<file path="src/hw/mdt_pkg.sv">
// ****************************************************************
// Shared constants and types of the multimode down timer
// ****************************************************************
package mdt_pkg;

   // Counter width and special read-back values
   localparam int CNT_W = 16;
   localparam logic [15:0] CNT_ALL_ONES = 16'hffff;
   localparam logic [15:0] CNT_ALL_ZEROS = 16'h0000;
   localparam logic [15:0] CNT_RESET = 16'h0000;

   // Clock period and trigger lead time the trigger source must respect
   localparam int CLK_PERIOD_NS = 8;
   localparam int TRIG_LEAD_NS = 300;
   // Least time, so rounded up to whole cycles
   localparam int TRIG_LEAD_CYC = (TRIG_LEAD_NS + CLK_PERIOD_NS - 1) / CLK_PERIOD_NS;

   // Delay from a one-shot stop to the request flag, in CPU cycles
   localparam int STOP_IRQ_DELAY_CYC = 1;

   // Reset values of the pin filters and of the output stage
   localparam logic PIN_RESET_LEVEL = 1'b0;
   localparam logic SHUTDOWN_RESET_LEVEL = 1'b1;
   localparam logic OUT_RESET = 1'b0;
   localparam logic OE_RESET = 1'b0;

   // Operating modes, as held in timer_mode_reg
   typedef enum logic [1:0] {
      MDT_TIMER,
      MDT_EVENT,
      MDT_ONESHOT,
      MDT_PWM
   } mdt_mode_t;

endpackage

</file>
<file path="src/hw/mdt_top.sv">
`timescale 1ns/1ps
module mdt_top #(
   parameter int TIMER_IDX = 1 // Which timer of the group this is
) (
   input wire logic ref_clk_i,
   input wire logic srst_i,
   input wire mdt_pkg::mdt_mode_t timer_mode_reg_i, // Operating mode
   input wire logic count_start_bit_i, // Count start
   input wire logic up_down_select_reg_i, // Event mode: 1 counts up
   input wire logic trigger_source_reg_i, // 1 selects the input pin as trigger
   input wire logic cnt_src_tick_i, // One-cycle count-source pulse
   input wire logic wr_en_i, // Counter write strobe
   input wire logic [mdt_pkg::CNT_W-1:0] wr_data_i,
   input wire logic rd_en_i, // Counter read strobe
   input wire logic irq_clr_i, // Software clear of the request flag
   input wire logic forced_cutoff_enable_i,
   input wire logic shutdown_input_n_i, // Asynchronous, low forces cutoff
   input wire logic timer_input_pin_i, // Asynchronous event or trigger pin
   output logic [mdt_pkg::CNT_W-1:0] counter_value_reg_o, // Read data
   output logic rd_valid_o, // One cycle after rd_en_i
   output logic interrupt_request_flag_o,
   output logic timer_output_pin_o,
   output logic timer_output_pin_oe_o // High while the pin is driven
);
   import mdt_pkg::*;

   // ****************************************************************
   // Elaboration checks
   // ****************************************************************
   if (TIMER_IDX < 0 || TIMER_IDX > 4) begin : g_idx_chk
      $error("TIMER_IDX must lie in 0..4");
   end

   // Only timers 1, 2 and 4 share the forced cutoff
   localparam logic CUT_CAPABLE = (TIMER_IDX == 1) || (TIMER_IDX == 2) || (TIMER_IDX == 4);

   // ****************************************************************
   // Declarations
   // ****************************************************************
   logic [CNT_W-1:0] cnt_reg, cnt_next; // Live counter
   logic [CNT_W-1:0] rel_reg, rel_next; // Reload value
   logic [CNT_W-1:0] rd_reg, rd_next; // Read-back latch
   logic rdv_reg, rdv_next;
   logic out_reg, out_next; // Output level
   logic oe_reg, oe_next; // Output enable
   logic run_reg, run_next; // One-shot or PWM cycle active
   logic pend_reg, pend_next; // Trigger waiting for the next tick
   logic start_d_reg; // Start bit one cycle ago
   mdt_mode_t mode_d_reg; // Mode one cycle ago
   logic stop_irq_reg, stop_irq_next; // Delayed one-shot stop request
   logic set_evt; // Request flag set this cycle
   logic uflow, oflow; // Reload after underflow or overflow
   logic start_fall, start_rise;
   logic trig; // Trigger seen this cycle
   logic sd_level; // Filtered shutdown level
   logic pin_rise; // Filtered rising edge on the input pin
   logic irq_set;

   // ****************************************************************
   // Pin filters and request flag
   // ****************************************************************
   mdt_pin_sync #(.RESET_LEVEL(SHUTDOWN_RESET_LEVEL)) u_sd_sync (
      .ref_clk_i(ref_clk_i),
      .srst_i(srst_i),
      .pin_i(shutdown_input_n_i),
      .level_o(sd_level),
      .rise_o()
   );

   mdt_pin_sync #(.RESET_LEVEL(PIN_RESET_LEVEL)) u_in_sync (
      .ref_clk_i(ref_clk_i),
      .srst_i(srst_i),
      .pin_i(timer_input_pin_i),
      .level_o(),
      .rise_o(pin_rise)
   );

   assign irq_set = set_evt || stop_irq_reg;

   mdt_irq_flag u_irq (
      .ref_clk_i(ref_clk_i),
      .srst_i(srst_i),
      .set_i(irq_set),
      .clr_i(irq_clr_i),
      .flag_o(interrupt_request_flag_o)
   );

   // Edges of the start bit; start_d_reg resets low so a set after reset is a rise
   assign start_fall = start_d_reg && !count_start_bit_i;
   assign start_rise = !start_d_reg && count_start_bit_i;
   // External trigger from the pin, else the start bit itself
   assign trig = trigger_source_reg_i ? pin_rise : start_rise;

   // ****************************************************************
   // Next-state logic of the counter, output and flags
   // ****************************************************************
   always_comb begin
      cnt_next = cnt_reg;
      rel_next = rel_reg;
      out_next = out_reg;
      run_next = run_reg;
      pend_next = pend_reg;
      stop_irq_next = 1'b0;
      set_evt = 1'b0;
      uflow = 1'b0;
      oflow = 1'b0;
      // Writes always reach the reload value; the counter only while stopped
      if (wr_en_i) begin
         rel_next = wr_data_i;
         if (!count_start_bit_i) begin
            cnt_next = wr_data_i;
         end
      end
      case (timer_mode_reg_i)
         MDT_TIMER: begin
            // Nothing moves until the start bit is one
            if (count_start_bit_i && cnt_src_tick_i) begin
               if (cnt_reg == CNT_ALL_ZEROS) begin
                  cnt_next = rel_reg;
                  uflow = 1'b1;
                  set_evt = 1'b1;
               end else begin
                  cnt_next = cnt_reg - 16'h0001;
               end
            end
         end
         MDT_EVENT: begin
            // Direction select is assumed steady while counting
            if (count_start_bit_i && pin_rise) begin
               if (up_down_select_reg_i) begin
                  if (cnt_reg == CNT_ALL_ONES) begin
                     cnt_next = rel_reg;
                     oflow = 1'b1;
                     set_evt = 1'b1;
                  end else begin
                     cnt_next = cnt_reg + 16'h0001;
                  end
               end else if (cnt_reg == CNT_ALL_ZEROS) begin
                  cnt_next = rel_reg;
                  uflow = 1'b1;
                  set_evt = 1'b1;
               end else begin
                  cnt_next = cnt_reg - 16'h0001;
               end
            end
         end
         MDT_ONESHOT: begin
            // Triggers wait for the count source, so the output is tick aligned
            if (count_start_bit_i && trig) begin
               pend_next = 1'b1;
            end
            if (count_start_bit_i && cnt_src_tick_i) begin
               if (pend_reg) begin
                  // First trigger starts, a later one reloads
                  cnt_next = rel_reg;
                  run_next = 1'b1;
                  out_next = 1'b1;
                  pend_next = trig;
               end else if (run_reg) begin
                  if (cnt_reg == CNT_ALL_ZEROS) begin
                     cnt_next = rel_reg;
                     uflow = 1'b1;
                     run_next = 1'b0;
                     out_next = 1'b0;
                     set_evt = 1'b1;
                  end else begin
                     cnt_next = cnt_reg - 16'h0001;
                  end
               end
            end
            // Stop by software: halt, reload, low, flag one cycle later
            if (start_fall) begin
               run_next = 1'b0;
               pend_next = 1'b0;
               cnt_next = rel_reg;
               out_next = 1'b0;
               stop_irq_next = 1'b1;
            end
         end
         MDT_PWM: begin
            if (count_start_bit_i && trig && !run_reg) begin
               pend_next = 1'b1;
            end
            if (count_start_bit_i && cnt_src_tick_i) begin
               if (pend_reg && !run_reg) begin
                  cnt_next = rel_reg;
                  run_next = 1'b1;
                  out_next = 1'b1;
                  pend_next = 1'b0;
               end else if (run_reg) begin
                  // High for the reload count, low for the rest of the period
                  if (cnt_reg == CNT_ALL_ZEROS) begin
                     out_next = !out_reg;
                     cnt_next = out_reg ? ~rel_reg : rel_reg;
                     uflow = 1'b1;
                     set_evt = out_reg;
                  end else begin
                     cnt_next = cnt_reg - 16'h0001;
                  end
               end
            end
            // Stop: a high level drops and flags, a low level stays quiet
            if (start_fall) begin
               run_next = 1'b0;
               pend_next = 1'b0;
               if (out_reg) begin
                  out_next = 1'b0;
                  set_evt = 1'b1;
               end
            end
         end
         default: begin
            run_next = 1'b0;
         end
      endcase
      // Entering one-shot or PWM from timer or event mode raises the flag
      if ((timer_mode_reg_i == MDT_ONESHOT || timer_mode_reg_i == MDT_PWM) &&
          (mode_d_reg == MDT_TIMER || mode_d_reg == MDT_EVENT)) begin
         set_evt = 1'b1;
      end
   end

   // ****************************************************************
   // Read-back and output stage next values
   // ****************************************************************
   always_comb begin
      rd_next = rd_reg;
      rdv_next = rd_en_i;
      // A read in a reload cycle sees the wrapped value, not the new one
      if (rd_en_i) begin
         if (uflow) begin
            rd_next = CNT_ALL_ONES;
         end else if (oflow) begin
            rd_next = CNT_ALL_ZEROS;
         end else begin
            rd_next = cnt_reg;
         end
      end
      // Forced cutoff floats the pin; the internal level keeps running
      oe_next = !(CUT_CAPABLE && forced_cutoff_enable_i && !sd_level);
   end

   // ****************************************************************
   // State registers
   // ****************************************************************
   always_ff @(posedge ref_clk_i) begin
      if (srst_i) begin
         cnt_reg <= CNT_RESET;
         rel_reg <= CNT_RESET;
         rd_reg <= CNT_RESET;
         rdv_reg <= 1'b0;
         out_reg <= OUT_RESET;
         oe_reg <= OE_RESET;
         run_reg <= 1'b0;
         pend_reg <= 1'b0;
         start_d_reg <= 1'b0;
         mode_d_reg <= MDT_TIMER;
         stop_irq_reg <= 1'b0;
      end else begin
         cnt_reg <= cnt_next;
         rel_reg <= rel_next;
         rd_reg <= rd_next;
         rdv_reg <= rdv_next;
         out_reg <= out_next;
         oe_reg <= oe_next;
         run_reg <= run_next;
         pend_reg <= pend_next;
         start_d_reg <= count_start_bit_i;
         mode_d_reg <= timer_mode_reg_i;
         stop_irq_reg <= stop_irq_next;
      end
   end

   assign counter_value_reg_o = rd_reg;
   assign rd_valid_o = rdv_reg;
   assign timer_output_pin_o = out_reg;
   assign timer_output_pin_oe_o = oe_reg;
endmodule

</file>
<file path="src/hw/mdt_pin_sync.sv">
`timescale 1ns/1ps
// ****************************************************************
// Three-stage pin filter with agreement check
// ****************************************************************
module mdt_pin_sync #(
   parameter logic RESET_LEVEL = 1'b0
) (
   input wire logic ref_clk_i,
   input wire logic srst_i,
   input wire logic pin_i, // Asynchronous pin
   output logic level_o, // Filtered level
   output logic rise_o // One-cycle pulse on a rising change
);
   import mdt_pkg::*;

   logic s1_reg, s2_reg, s3_reg; // Synchroniser chain
   logic level_reg, level_next;
   logic rise_reg, rise_next;

   // Next level: only once the second and third stages agree
   always_comb begin
      level_next = level_reg;
      rise_next = 1'b0;
      if (s2_reg == s3_reg) begin
         level_next = s3_reg;
         rise_next = s3_reg && !level_reg;
      end
   end

   // Registers; first stage is read by the second alone
   always_ff @(posedge ref_clk_i) begin
      if (srst_i) begin
         s1_reg <= RESET_LEVEL;
         s2_reg <= RESET_LEVEL;
         s3_reg <= RESET_LEVEL;
         level_reg <= RESET_LEVEL;
         rise_reg <= 1'b0;
      end else begin
         s1_reg <= pin_i;
         s2_reg <= s1_reg;
         s3_reg <= s2_reg;
         level_reg <= level_next;
         rise_reg <= rise_next;
      end
   end

   assign level_o = level_reg;
   assign rise_o = rise_reg;
endmodule

</file>
<file path="src/hw/mdt_irq_flag.sv">
`timescale 1ns/1ps
// ****************************************************************
// Sticky interrupt request flag, set wins over clear
// ****************************************************************
module mdt_irq_flag (
   input wire logic ref_clk_i,
   input wire logic srst_i,
   input wire logic set_i, // Hardware event
   input wire logic clr_i, // Software clear
   output logic flag_o
);
   import mdt_pkg::*;

   logic flag_reg, flag_next;

   // A set in the clearing cycle is kept, so no event is lost
   always_comb begin
      flag_next = flag_reg;
      if (clr_i) begin
         flag_next = 1'b0;
      end
      if (set_i) begin
         flag_next = 1'b1;
      end
   end

   // Register
   always_ff @(posedge ref_clk_i) begin
      if (srst_i) begin
         flag_reg <= 1'b0;
      end else begin
         flag_reg <= flag_next;
      end
   end

   assign flag_o = flag_reg;
endmodule

</file>
<file path="config.mk">
export PLATFORM = sky130hd
export DESIGN_NAME = mdt_top
export DESIGN_NICKNAME = d
export VERILOG_FILES = /design/src/hw/mdt_pkg.sv /design/src/hw/mdt_top.sv /design/src/hw/mdt_pin_sync.sv /design/src/hw/mdt_irq_flag.sv
export SDC_FILE = /design/constraint.sdc
export NUM_CORES = 1
export LEC_CHECK = 0
export ABC_AREA = 1
export BUFFER_PORTS_ARGS = -buffer_cell sky130_fd_sc_hd__buf_2
export CORE_MARGIN = 5
export CORE_UTILIZATION = 50
export CTS_CLUSTER_DIAMETER = 120
export DETAILED_ROUTE_END_ITERATION = 6
export PLACE_DENSITY = 0.69
export SYNTH_ARGS = -nofsm -noshare
export SYNTH_HDL_FRONTEND = slang
export SYNTH_SLANG_ARGS = --single-unit
</file>
<file path="constraint.sdc">
create_clock -name ref_clk_i -period 3.5 [get_ports ref_clk_i]
set_input_delay 0.35 -clock ref_clk_i [delete_from_list [all_inputs] [get_ports ref_clk_i]]
set_output_delay 0.35 -clock ref_clk_i [all_outputs]
set_load 0.1 [all_outputs]
</file>
; ---- Yosys cells after proc, flatten, opt, wreduce, memory -nomap -nowiden
; Index checks and enable logic that the tools add are counted.
[totals]
register_bits = 67
in_bits = 30
word_cells = 144
out_inout_bits = 20
[classes]
addsub = 2
n_mux = 77
reduce_logical = 29
n_bitwise = 3
n_eq_ne = 12
[ops]
columns = cell, count
row1 = two-way mux 16 bit, 18
row2 = case mux 16 bit (4 select lines), 1
row3 = two-way mux 1 bit, 53
row4 = "adder 16 x 1 -> 16 bit, second input constant", 1
row5 = "equality test 16 bit, second input constant", 1
row6 = logical NOT 16 bit, 1
row7 = inverter 16 bit, 1
row8 = "subtractor 16 x 1 -> 16 bit, second input constant", 1
row9 = logical AND 1 bit, 10
row10 = "inequality test 3 bit, second input constant", 3
row11 = "inequality test 4 bit, second input constant", 2
row12 = case mux 1 bit (4 select lines), 2
row13 = AND reduction 4 bit, 2
row14 = logical NOT 1 bit, 7
row15 = case mux 1 bit (2 select lines), 3
row16 = "equality test 2 x 1 -> 1 bit, second input constant", 2
row17 = "equality test 2 bit, second input constant", 2
row18 = logical NOT 2 bit, 2
row19 = nonzero test 2 bit, 2
row20 = OR reduction 2 bit, 2
row21 = logical OR 1 bit, 3
row22 = equality test 1 bit, 2
row23 = inverter 1 bit, 2

; ---- Depth between registers and ports, before layout
; Gate-level depths: netlist of run 1.
[logic_depth]
word_depth = 11
depth_mapped = 19
mapped_depth_nobuf = 18

; ---- Cells and area by module
; A second synthesis of run 1 with hierarchy kept.
[unflattened]
hier_cells = 1105
area_unflattened_um2 = 6232.2
[by_module_without_submodules]
columns = mod, area_per_inst_um2, cells_each, instances
row1 = mdt_top, 5891.9, 1070, 1
row2 = mdt_pin_sync (u_in_sync), 153.9, 17, 1
row3 = mdt_pin_sync (u_sd_sync), 146.4, 13, 1
row4 = mdt_irq_flag, 40.0, 5, 1

; ---- Least setup slack after synthesis of run 1
; Ideal clock, no wire load.
[synth_timing]
path_kind = register to register
from = register out_reg (netlist: timer_output_pin_o)
to = register cnt_reg[10]
t_required_ns = 3.390
path_slack_ns = 1.205
t_arrival_ns = 2.185
path_stages_with_launch = 11
synth_period_minus_slack_ns = 2.295
setup_time_ns = 0.110
cell_sequence = dfxtp_1 > clkbuf_1 > clkbuf_1 > o21ai_0 > o21ai_1 > nand2_1 > nand2_1 > nand2_1 > nand3b_1 > nand2_1 > inv_1
[synth_via]
elab_chain_cells = 6
[synth_lines]
columns = item, line_no
row1 = start: declaration, mdt_top.sv:44  ; logic out_reg, out_next;
row2 = start signal: assignment, mdt_top.sv:264  ; out_reg <= out_next;
row3 = two-way mux 16 bit, mdt_top.sv:194  ; cnt_next = out_reg ? ~rel_reg : rel_reg;
row4 = two-way mux 16 bit, mdt_top.sv:192  ; if (cnt_reg == CNT_ALL_ZEROS) begin
row5 = two-way mux 16 bit, mdt_top.sv:190  ; end else if (run_reg) begin
row6 = two-way mux 16 bit, mdt_top.sv:185  ; if (pend_reg && !run_reg) begin
row7 = two-way mux 16 bit, mdt_top.sv:184  ; if (count_start_bit_i && cnt_src_tick_i) begin
row8 = case mux 16 bit (4 select lines), mdt_top.sv:114  ; case (timer_mode_reg_i)
row9 = end signal: assignment, mdt_top.sv:260  ; cnt_reg <= cnt_next;
row10 = end: declaration, mdt_top.sv:40  ; logic [CNT_W-1:0] cnt_reg, cnt_next;
; No other way between the ends.
; A chain may end at the register's enable or synchronous reset.

; ---- Worst setup path in the final report of run 1
[layout_timing]
from = register cnt_reg[0]
to = register rd_reg[12] (netlist: counter_value_reg_o[12])
[layout_via]
elab_chain_cells = 7
[layout_lines]
columns = item, line_no
row1 = logical NOT 16 bit / equality test 16 bit (equally long branches), n/a
row2 = two-way mux 1 bit (on tied branches), n/a
row3 = two-way mux 1 bit (on tied branches), "mdt_top.sv:159, mdt_top.sv:130"
row4 = two-way mux 1 bit (on tied branches), "mdt_top.sv:185, mdt_top.sv:129, mdt_top.sv:153"
row5 = two-way mux 1 bit (on tied branches), "mdt_top.sv:184, mdt_top.sv:114, mdt_top.sv:152"
row6 = case mux 1 bit (4 select lines) / two-way mux 16 bit (equally long branches), "mdt_top.sv:114, mdt_top.sv:233"
row7 = two-way mux 16 bit (*), mdt_top.sv:231  ; if (uflow) begin
row8 = end signal: assignment, mdt_top.sv:262  ; rd_reg <= rd_next;
row9 = end: declaration, mdt_top.sv:42  ; logic [CNT_W-1:0] rd_reg, rd_next;
; Mark *: on every way between the ends. The rest lies on a longest branch, timed or not.

==> results of run 1 <==
-- final timing paths --
path,to,slack (ps),depth (start not counted),startpoint
max,counter_value_reg_o[12]$_SDFFE_PP0P_,810,10,cnt_reg[0]$_SDFF_PP0_
min,u_sd_sync.s1_reg$_SDFF_PP1_,190,2,shutdown_input_n_i
max reg2reg,counter_value_reg_o[12]$_SDFFE_PP0P_,810,10,cnt_reg[0]$_SDFF_PP0_
min reg2reg,u_in_sync.s2_reg$_SDFF_PP0_,410,2,u_in_sync.s1_reg$_SDFF_PP0_
-- report_power, final --
part           switching (W)  internal, W
logic               0.000684     0.000275
clock network       0.000351     0.000643
registers          0.0000785     0.000803
total                0.00111      0.00172
-- cell type report --
cell class / instances / area [um2] / area share [%]
inverters: 144 / 546 / 8.22
clock inverters: 4 / 75.1 / 1.13
repair buffers: 68 / 388 / 5.85
clock buffers: 12 / 246 / 3.72
well taps: 147 / 184 / 2.77
multi-input cells: 786 / 3870 / 58.4
flip-flops and latches: 66 / 1320 / 19.9
-- per-stage QoR --
stage                     instances  total power [W]  cell area [um2]  hold slack [ps]  utilization (%)
final                          1227          0.00283             6630              185             55.5
after global routing           1227          0.00299             6630              187             55.5
after CTS                      1227          0.00283             6630              178             55.5
after detailed placement       1211          0.00183             6310              402             52.8
after global placement         1211          0.00183             6310              401             52.8
after floorplan                1062          0.00161             6060              388                -
-- metal layers --
layer / track usage, % / wire length, um / up-vias
met5: 0 / 0 / -
met3: 8.44 / 2550 / 44
met2: 42.6 / 8620 / 448
li1: - / - / 3456
met4: 9.88 / 472 / 0
met1: 40.2 / 8930 / 3056
-- critical path, delay by kind of cell (launching register included) --
family          cells  cell delay (ps)
compound gates      1              370
buf+inv             3              370
fa+ha+maj           1              240
simple gates        5             1070
flops               1              510
-- cell families after synthesis --
group	synth area share (%)
and+or+nand+nor	38.3
xor gates and xnor gates	3.04
DFF	21.8
adders and majority gates	0.826
AOI/OAI and AO/OA	21.8
buffers and inverters	14.2
-- synth_stat cells, types with 2 or more instances --
cell        n
a211oi_1    3
a21oi_1    72
buf_1       2
buf_2      22
buf_6       5
clkbuf_1   36
clkinv_1    3
dfxtp_1    66
ha_1        4
inv_1     129
inv_2      11
nand2_1   299
nand2_2     3
nand3_1   101
nand3b_1    3
nand4_1    10
nand4_2     2
nor2_1     89
nor2_2      5
nor2_4      3
nor3_1      7
nor4_1      3
o211ai_1    9
o21ai_0   107
o21ai_1     2
o21ai_2    10
o221ai_1    6
o221ai_2   10
or2_0       2
or2_2       5
xor2_1     20
==> flow_summary.ini, run 1 <==
[placed_design]
io_buffer_count = 49
place.gp.congestion = 0.959
dp_hpwl_um = 14100
pre_cts_slack_ps = 855

[clock_network]
cts_inserted_buffers = 9
clock_latency_ps = 350
clk_path_buf_depth = 2
cts.reportedPaths.clkPinSlew_ps = 60
postCtsSetupRepairBufs = 0
htreeDepth = 3
cts_hold_buffers = 0
clockRootBuffer = clkbuf_16
cts_sinks = 66
post_cts_resized = 0
cts_tree = done

[power_and_ir_drop]
powerDensity_nw_per_um2 = 427
max-vdd-ir-drop_mv = 0.384
leakage_nw = 3.43

[sta]
hold_viol = 0
fmax_mhz = 372
finalCriticalPeriod_ps = 2690
tightest_slew_ps = 1150
finClkSkew_ps = 11.5
slew-limit-headroom_pct = 23.5
setup_tns_ps = 0
final.setup.worst_slack_ps = 809
drv_slew = 0
min_period_over_period_pct = 76.9
setup_violations = 0
rsz0062_at_grt = no

[finish]
fillers = 1244
nets = 1109
num_antenna_cells = 0
final_cell_mix = nand2_1 (299), inv_1 (129), o21ai_0 (107), nand3_1 (101), nor2_1 (89)
mostFrequentLayoutCell = nand2_1
drive_above_1_share_pct = 12.7
syn2layout_area_growth_pct = 9.52

[synthesis]
ys.flop_type = dfxtp_1
synth_edf_count = 0
yosys.area.top_type = dfxtp_1
synth_area_um2 = 6060
synthesis.nets = 1096
synthArstFlopShare_pct = 0
synth_top_area_share_pct = 21.8
synth.area.top_cells = dfxtp_1 (22%), nand2_1 (19%), o21ai_0 (8.8%)
syn_area_per_cell_um2 = 5.70
ys_ff_latch = 66
ys_types = 44
yosys_warnings = 0
synthCells = 1062
yosysSeqAreaShare_pct = 21.8

[run]
max_cap_violations = 0

[setup_path]
worstPathRequired_ps = 3720
crit_slowest_cell = nand4_2
cp_max_fo = 16
start_kind = register
crit_path_end_kind = register
crit_type = reg -> reg
cpPeakStageDelay_ps = 540
cp_common_cell = inv_1
crit_arrival_ps = 2920
worstPathCellList = inv_1 > ha_1 > nand2_1 > nor2_1 > nand3_2 > inv_2 > nand3_1 > nand4_2 > o221ai_1 > inv_1

[global_routing]
grt_pass1_vias = 6497
track_usage_pct = 28.9
antenna_found_initial = 0
grt_first_pass_wirelength_um = 33600
grt_overflow_total = 0
grt_max_degree = 51

[die]
core_area_um2 = 12000
start_util_pct = 50.6
rows = 40
fp.dieH_um = 120
ios = 50
die_w_um = 120
dieArea_um2 = 14400

[detailed_routing]
viasPerCell = 5.71
vias = 7004
routedWlPerCell_um = 16.8
dr.pass1.iters = 6
drc = 0
drt-total-wl_um = 20600
drtIter0Drc = 963
ant_nets = 0

[outcome]
status = finished clean

[hold_path]
hp-class = in -> reg
(Power assumes the default switching activity.)
==> run 2, diff against run 1 <==
- ABC_AREA: 1 -> 0
- PLACE_DENSITY: 0.69 -> 0.72
- clock period: 3.5 -> 2.3 ns (I/O delays scaled with it)
==> flow_summary.ini, run 2 <==
[clock_network]
cts_tree = done
cts_hold_buffers = 0
clk_path_buf_depth = 2
htreeDepth = 3
cts.reportedPaths.clkPinSlew_ps = 80
clockRootBuffer = clkbuf_8
clock_latency_ps = 360
cts_inserted_buffers = 9
cts_sinks = 66

[run]
max_cap_violations = 0

[synthesis]
synth.most_common_cell = nor2_1
yosys.area.top_type = dfxtp_1
ys_ff_latch = 66
yosysSeqAreaShare_pct = 25.1
yosys_warnings = 0
synth_top_area_share_pct = 25.1
synthCells = 729
synth_area_um2 = 5270
synthesis.nets = 763
synthArstFlopShare_pct = 0
synth_common_cells = nor2_1 (88), a21oi_1 (78), dfxtp_1 (66), clkbuf_1 (53)
synth_edf_count = 0
ys_types = 71
ys.flop_type = dfxtp_1
syn_area_per_cell_um2 = 7.23
synth.area.top_cells = dfxtp_1 (25%), a21oi_1 (7.4%), mux2i_1 (6.3%)

[power_and_ir_drop]
powerDensity_nw_per_um2 = 641
max-vdd-ir-drop_mv = 0.319
netSwitchingFraction_pct = 40.8
clkPwrFrac_pct = 22.4
switching_power_w = 0.00176
leakage_nw = 2.77
p_seq_share_pct = 30.2
comb_power_share_pct = 47.4
internal_power_w = 0.00255

[finish]
drive_above_1_share_pct = 29.7
mostFrequentLayoutCell = buf_4
final_cell_area_um2 = 6720
fillers = 921
multi_input_area_um2 = 3780
register_area_um2 = 1340
syn2layout_area_growth_pct = 27.5
nets = 861
final_cell_mix = buf_4 (107), nor2_1 (88), a21oi_1 (75), dfxtp_1 (59), buf_2 (49)
instances_no_fill = 968
num_antenna_cells = 0

[die]
ios = 50
start_util_pct = 51.1
dieArea_um2 = 12700
die_w_um = 113
rows = 37
fp.dieH_um = 113
core_area_um2 = 10300

[sta]
final.setup.worst_slack_ps = -74.9
finClkSkew_ps = 12.5
drv_slew = 0
rsz0062_at_grt = yes
min_period_over_period_pct = 103
setup_violations = 11
slew-limit-headroom_pct = 51.7
timing.hold.ws_ps = 46.0
finalCriticalPeriod_ps = 2370
hold_viol = 0
fmax_mhz = 421
tightest_slew_ps = 725

[placed_design]
pre_cts_slack_ps = -126
dp_hpwl_um = 15600
dpl_cell_area_um2 = 6240
post-place-cells = 941
place.gp.congestion = 1.06
io_buffer_count = 49

[detailed_routing]
vias = 6419
dr.pass1.iters = 6
drc = 0
drt-total-wl_um = 22300
viasPerCell = 6.63
routedWlPerCell_um = 23.0
ant_nets = 0
drtIter0Drc = 736

[outcome]
status = complete, but fails checks
violations = negative setup slack

[setup_path]
crit_slowest_cell = dfxtp_1
worstPathRequired_ps = 2560
critPathTopFamily = buffers and inverters
cpPeakStageDelay_ps = 340
crit_arrival_ps = 2630
cp_num_buf_inv = 4
crit_start = cnt_reg[5]$_SDFF_PP0_
critical_path.reg2reg.startpoint = cnt_reg[5]$_SDFF_PP0_
crit_type = reg -> reg
crit_path_end_kind = register
cp_common_cell = buf_4
cp_max_fo = 11
start_kind = register
worstPathCellList = buf_4 > nor4_4 > buf_4 > nand4_1 > buf_6 > buf_12 > nand3_1 > o21ai_1 > a221oi_1 > a21oi_1 > a31oi_1

[hold_path]
hp-class = in -> reg
min-delay-start = forced_cutoff_enable_i

[global_routing]
grt_max_degree = 53
grt_pass1_vias = 6287
grt_overflow_total = 0
grt_first_pass_wirelength_um = 34400
track_usage_pct = 34.3
antenna_found_initial = 0
## run 2: changes by cell type after synthesis, moves of 11 or more
| cell | change |
|---|---|
| nor3_1 | +28 |
| clkbuf_1 | +17 |
| o21ai_0 | -62 |
| nand2_1 | -254 |
| mux2i_1 | +33 |
| o22ai_1 | +11 |
| xnor2_1 | +15 |
| inv_1 | -120 |
| nand3_1 | -77 |
## run 2: power by group through the flow
stage	sequential (W)	clock, W	combinational, W
6_report	0.00130	0.000967	0.00204
5_1_grt	0.00131	0.00103	0.00216
4_1_cts	0.00130	0.000962	0.00186
3_5_place_dp	0.00132	0	0.00179
3_3_place_gp	0.00132	0	0.00176
2_1_floorplan	0.00145	0	0.00105
## run 2: final timing paths
path | depth (start not counted) | endpoint | slack [ps]
worst min register to register | 1 | u_sd_sync.s2_reg$_SDFF_PP1_ | 430
worst max register to register | 11 | cnt_reg[4]$_SDFF_PP0_ | -70
worst min-delay path | 2 | timer_output_pin_oe_o$_SDFF_PP0_ | 50
worst max-delay path | 11 | cnt_reg[4]$_SDFF_PP0_ | -70
## run 2: cell families (layout without fill, tap and decap cells)
family	count (synthesis)	in the layout	synth area share, %
XOR/XNOR	31	31	5.15
buffers and inverters	89	192	7.12
adder cells (fa/ha/maj)	4	4	0.949
flip-flops	66	66	25.1
AO/OA/AOI/OAI	240	240	29.3
AND/OR/NAND/NOR	258	258	24.2
multiplexers	41	41	8.19
## run 2: cell type report
class | instances | area share, %
inverter | 11 | 0.764
sequential | 66 | 19.9
clock buffer | 14 | 2.57
timing repair buffer | 165 | 17.8
clock inverter | 2 | 0.149
tap | 136 | 2.53
multi-input combinational | 574 | 56.3
## run 2: metrics by stage
| stage | util [%] | TNS, ps | power [W] |
|---|---|---|---|
| final | 65.1 | -277 | 0.00431 |
| after detailed placement | 60.5 | -816 | 0.00311 |
| after floorplan | - | 0 | 0.00249 |
| after global placement | 60.5 | -274 | 0.00308 |
| after global routing | 65.1 | -1700 | 0.00450 |
| after CTS | 63.2 | -57.7 | 0.00412 |
## run 2: layer usage
| metal | GRT usage, % | vias to the layer above | wire (um) |
|---|---|---|---|
| met5 | 0 | - | 0 |
| met2 | 52.4 | 442 | 9680 |
| met4 | 15.1 | 0 | 1100 |
| met1 | 44.1 | 2978 | 8660 |
| li1 | - | 2892 | - |
| met3 | 11.1 | 107 | 2820 |
## run 2: repair_timing
action,CTS,global route
buffers inserted,5,6
resized for setup,21,38
pin swaps,9,14
setup endpoints to repair,22,34
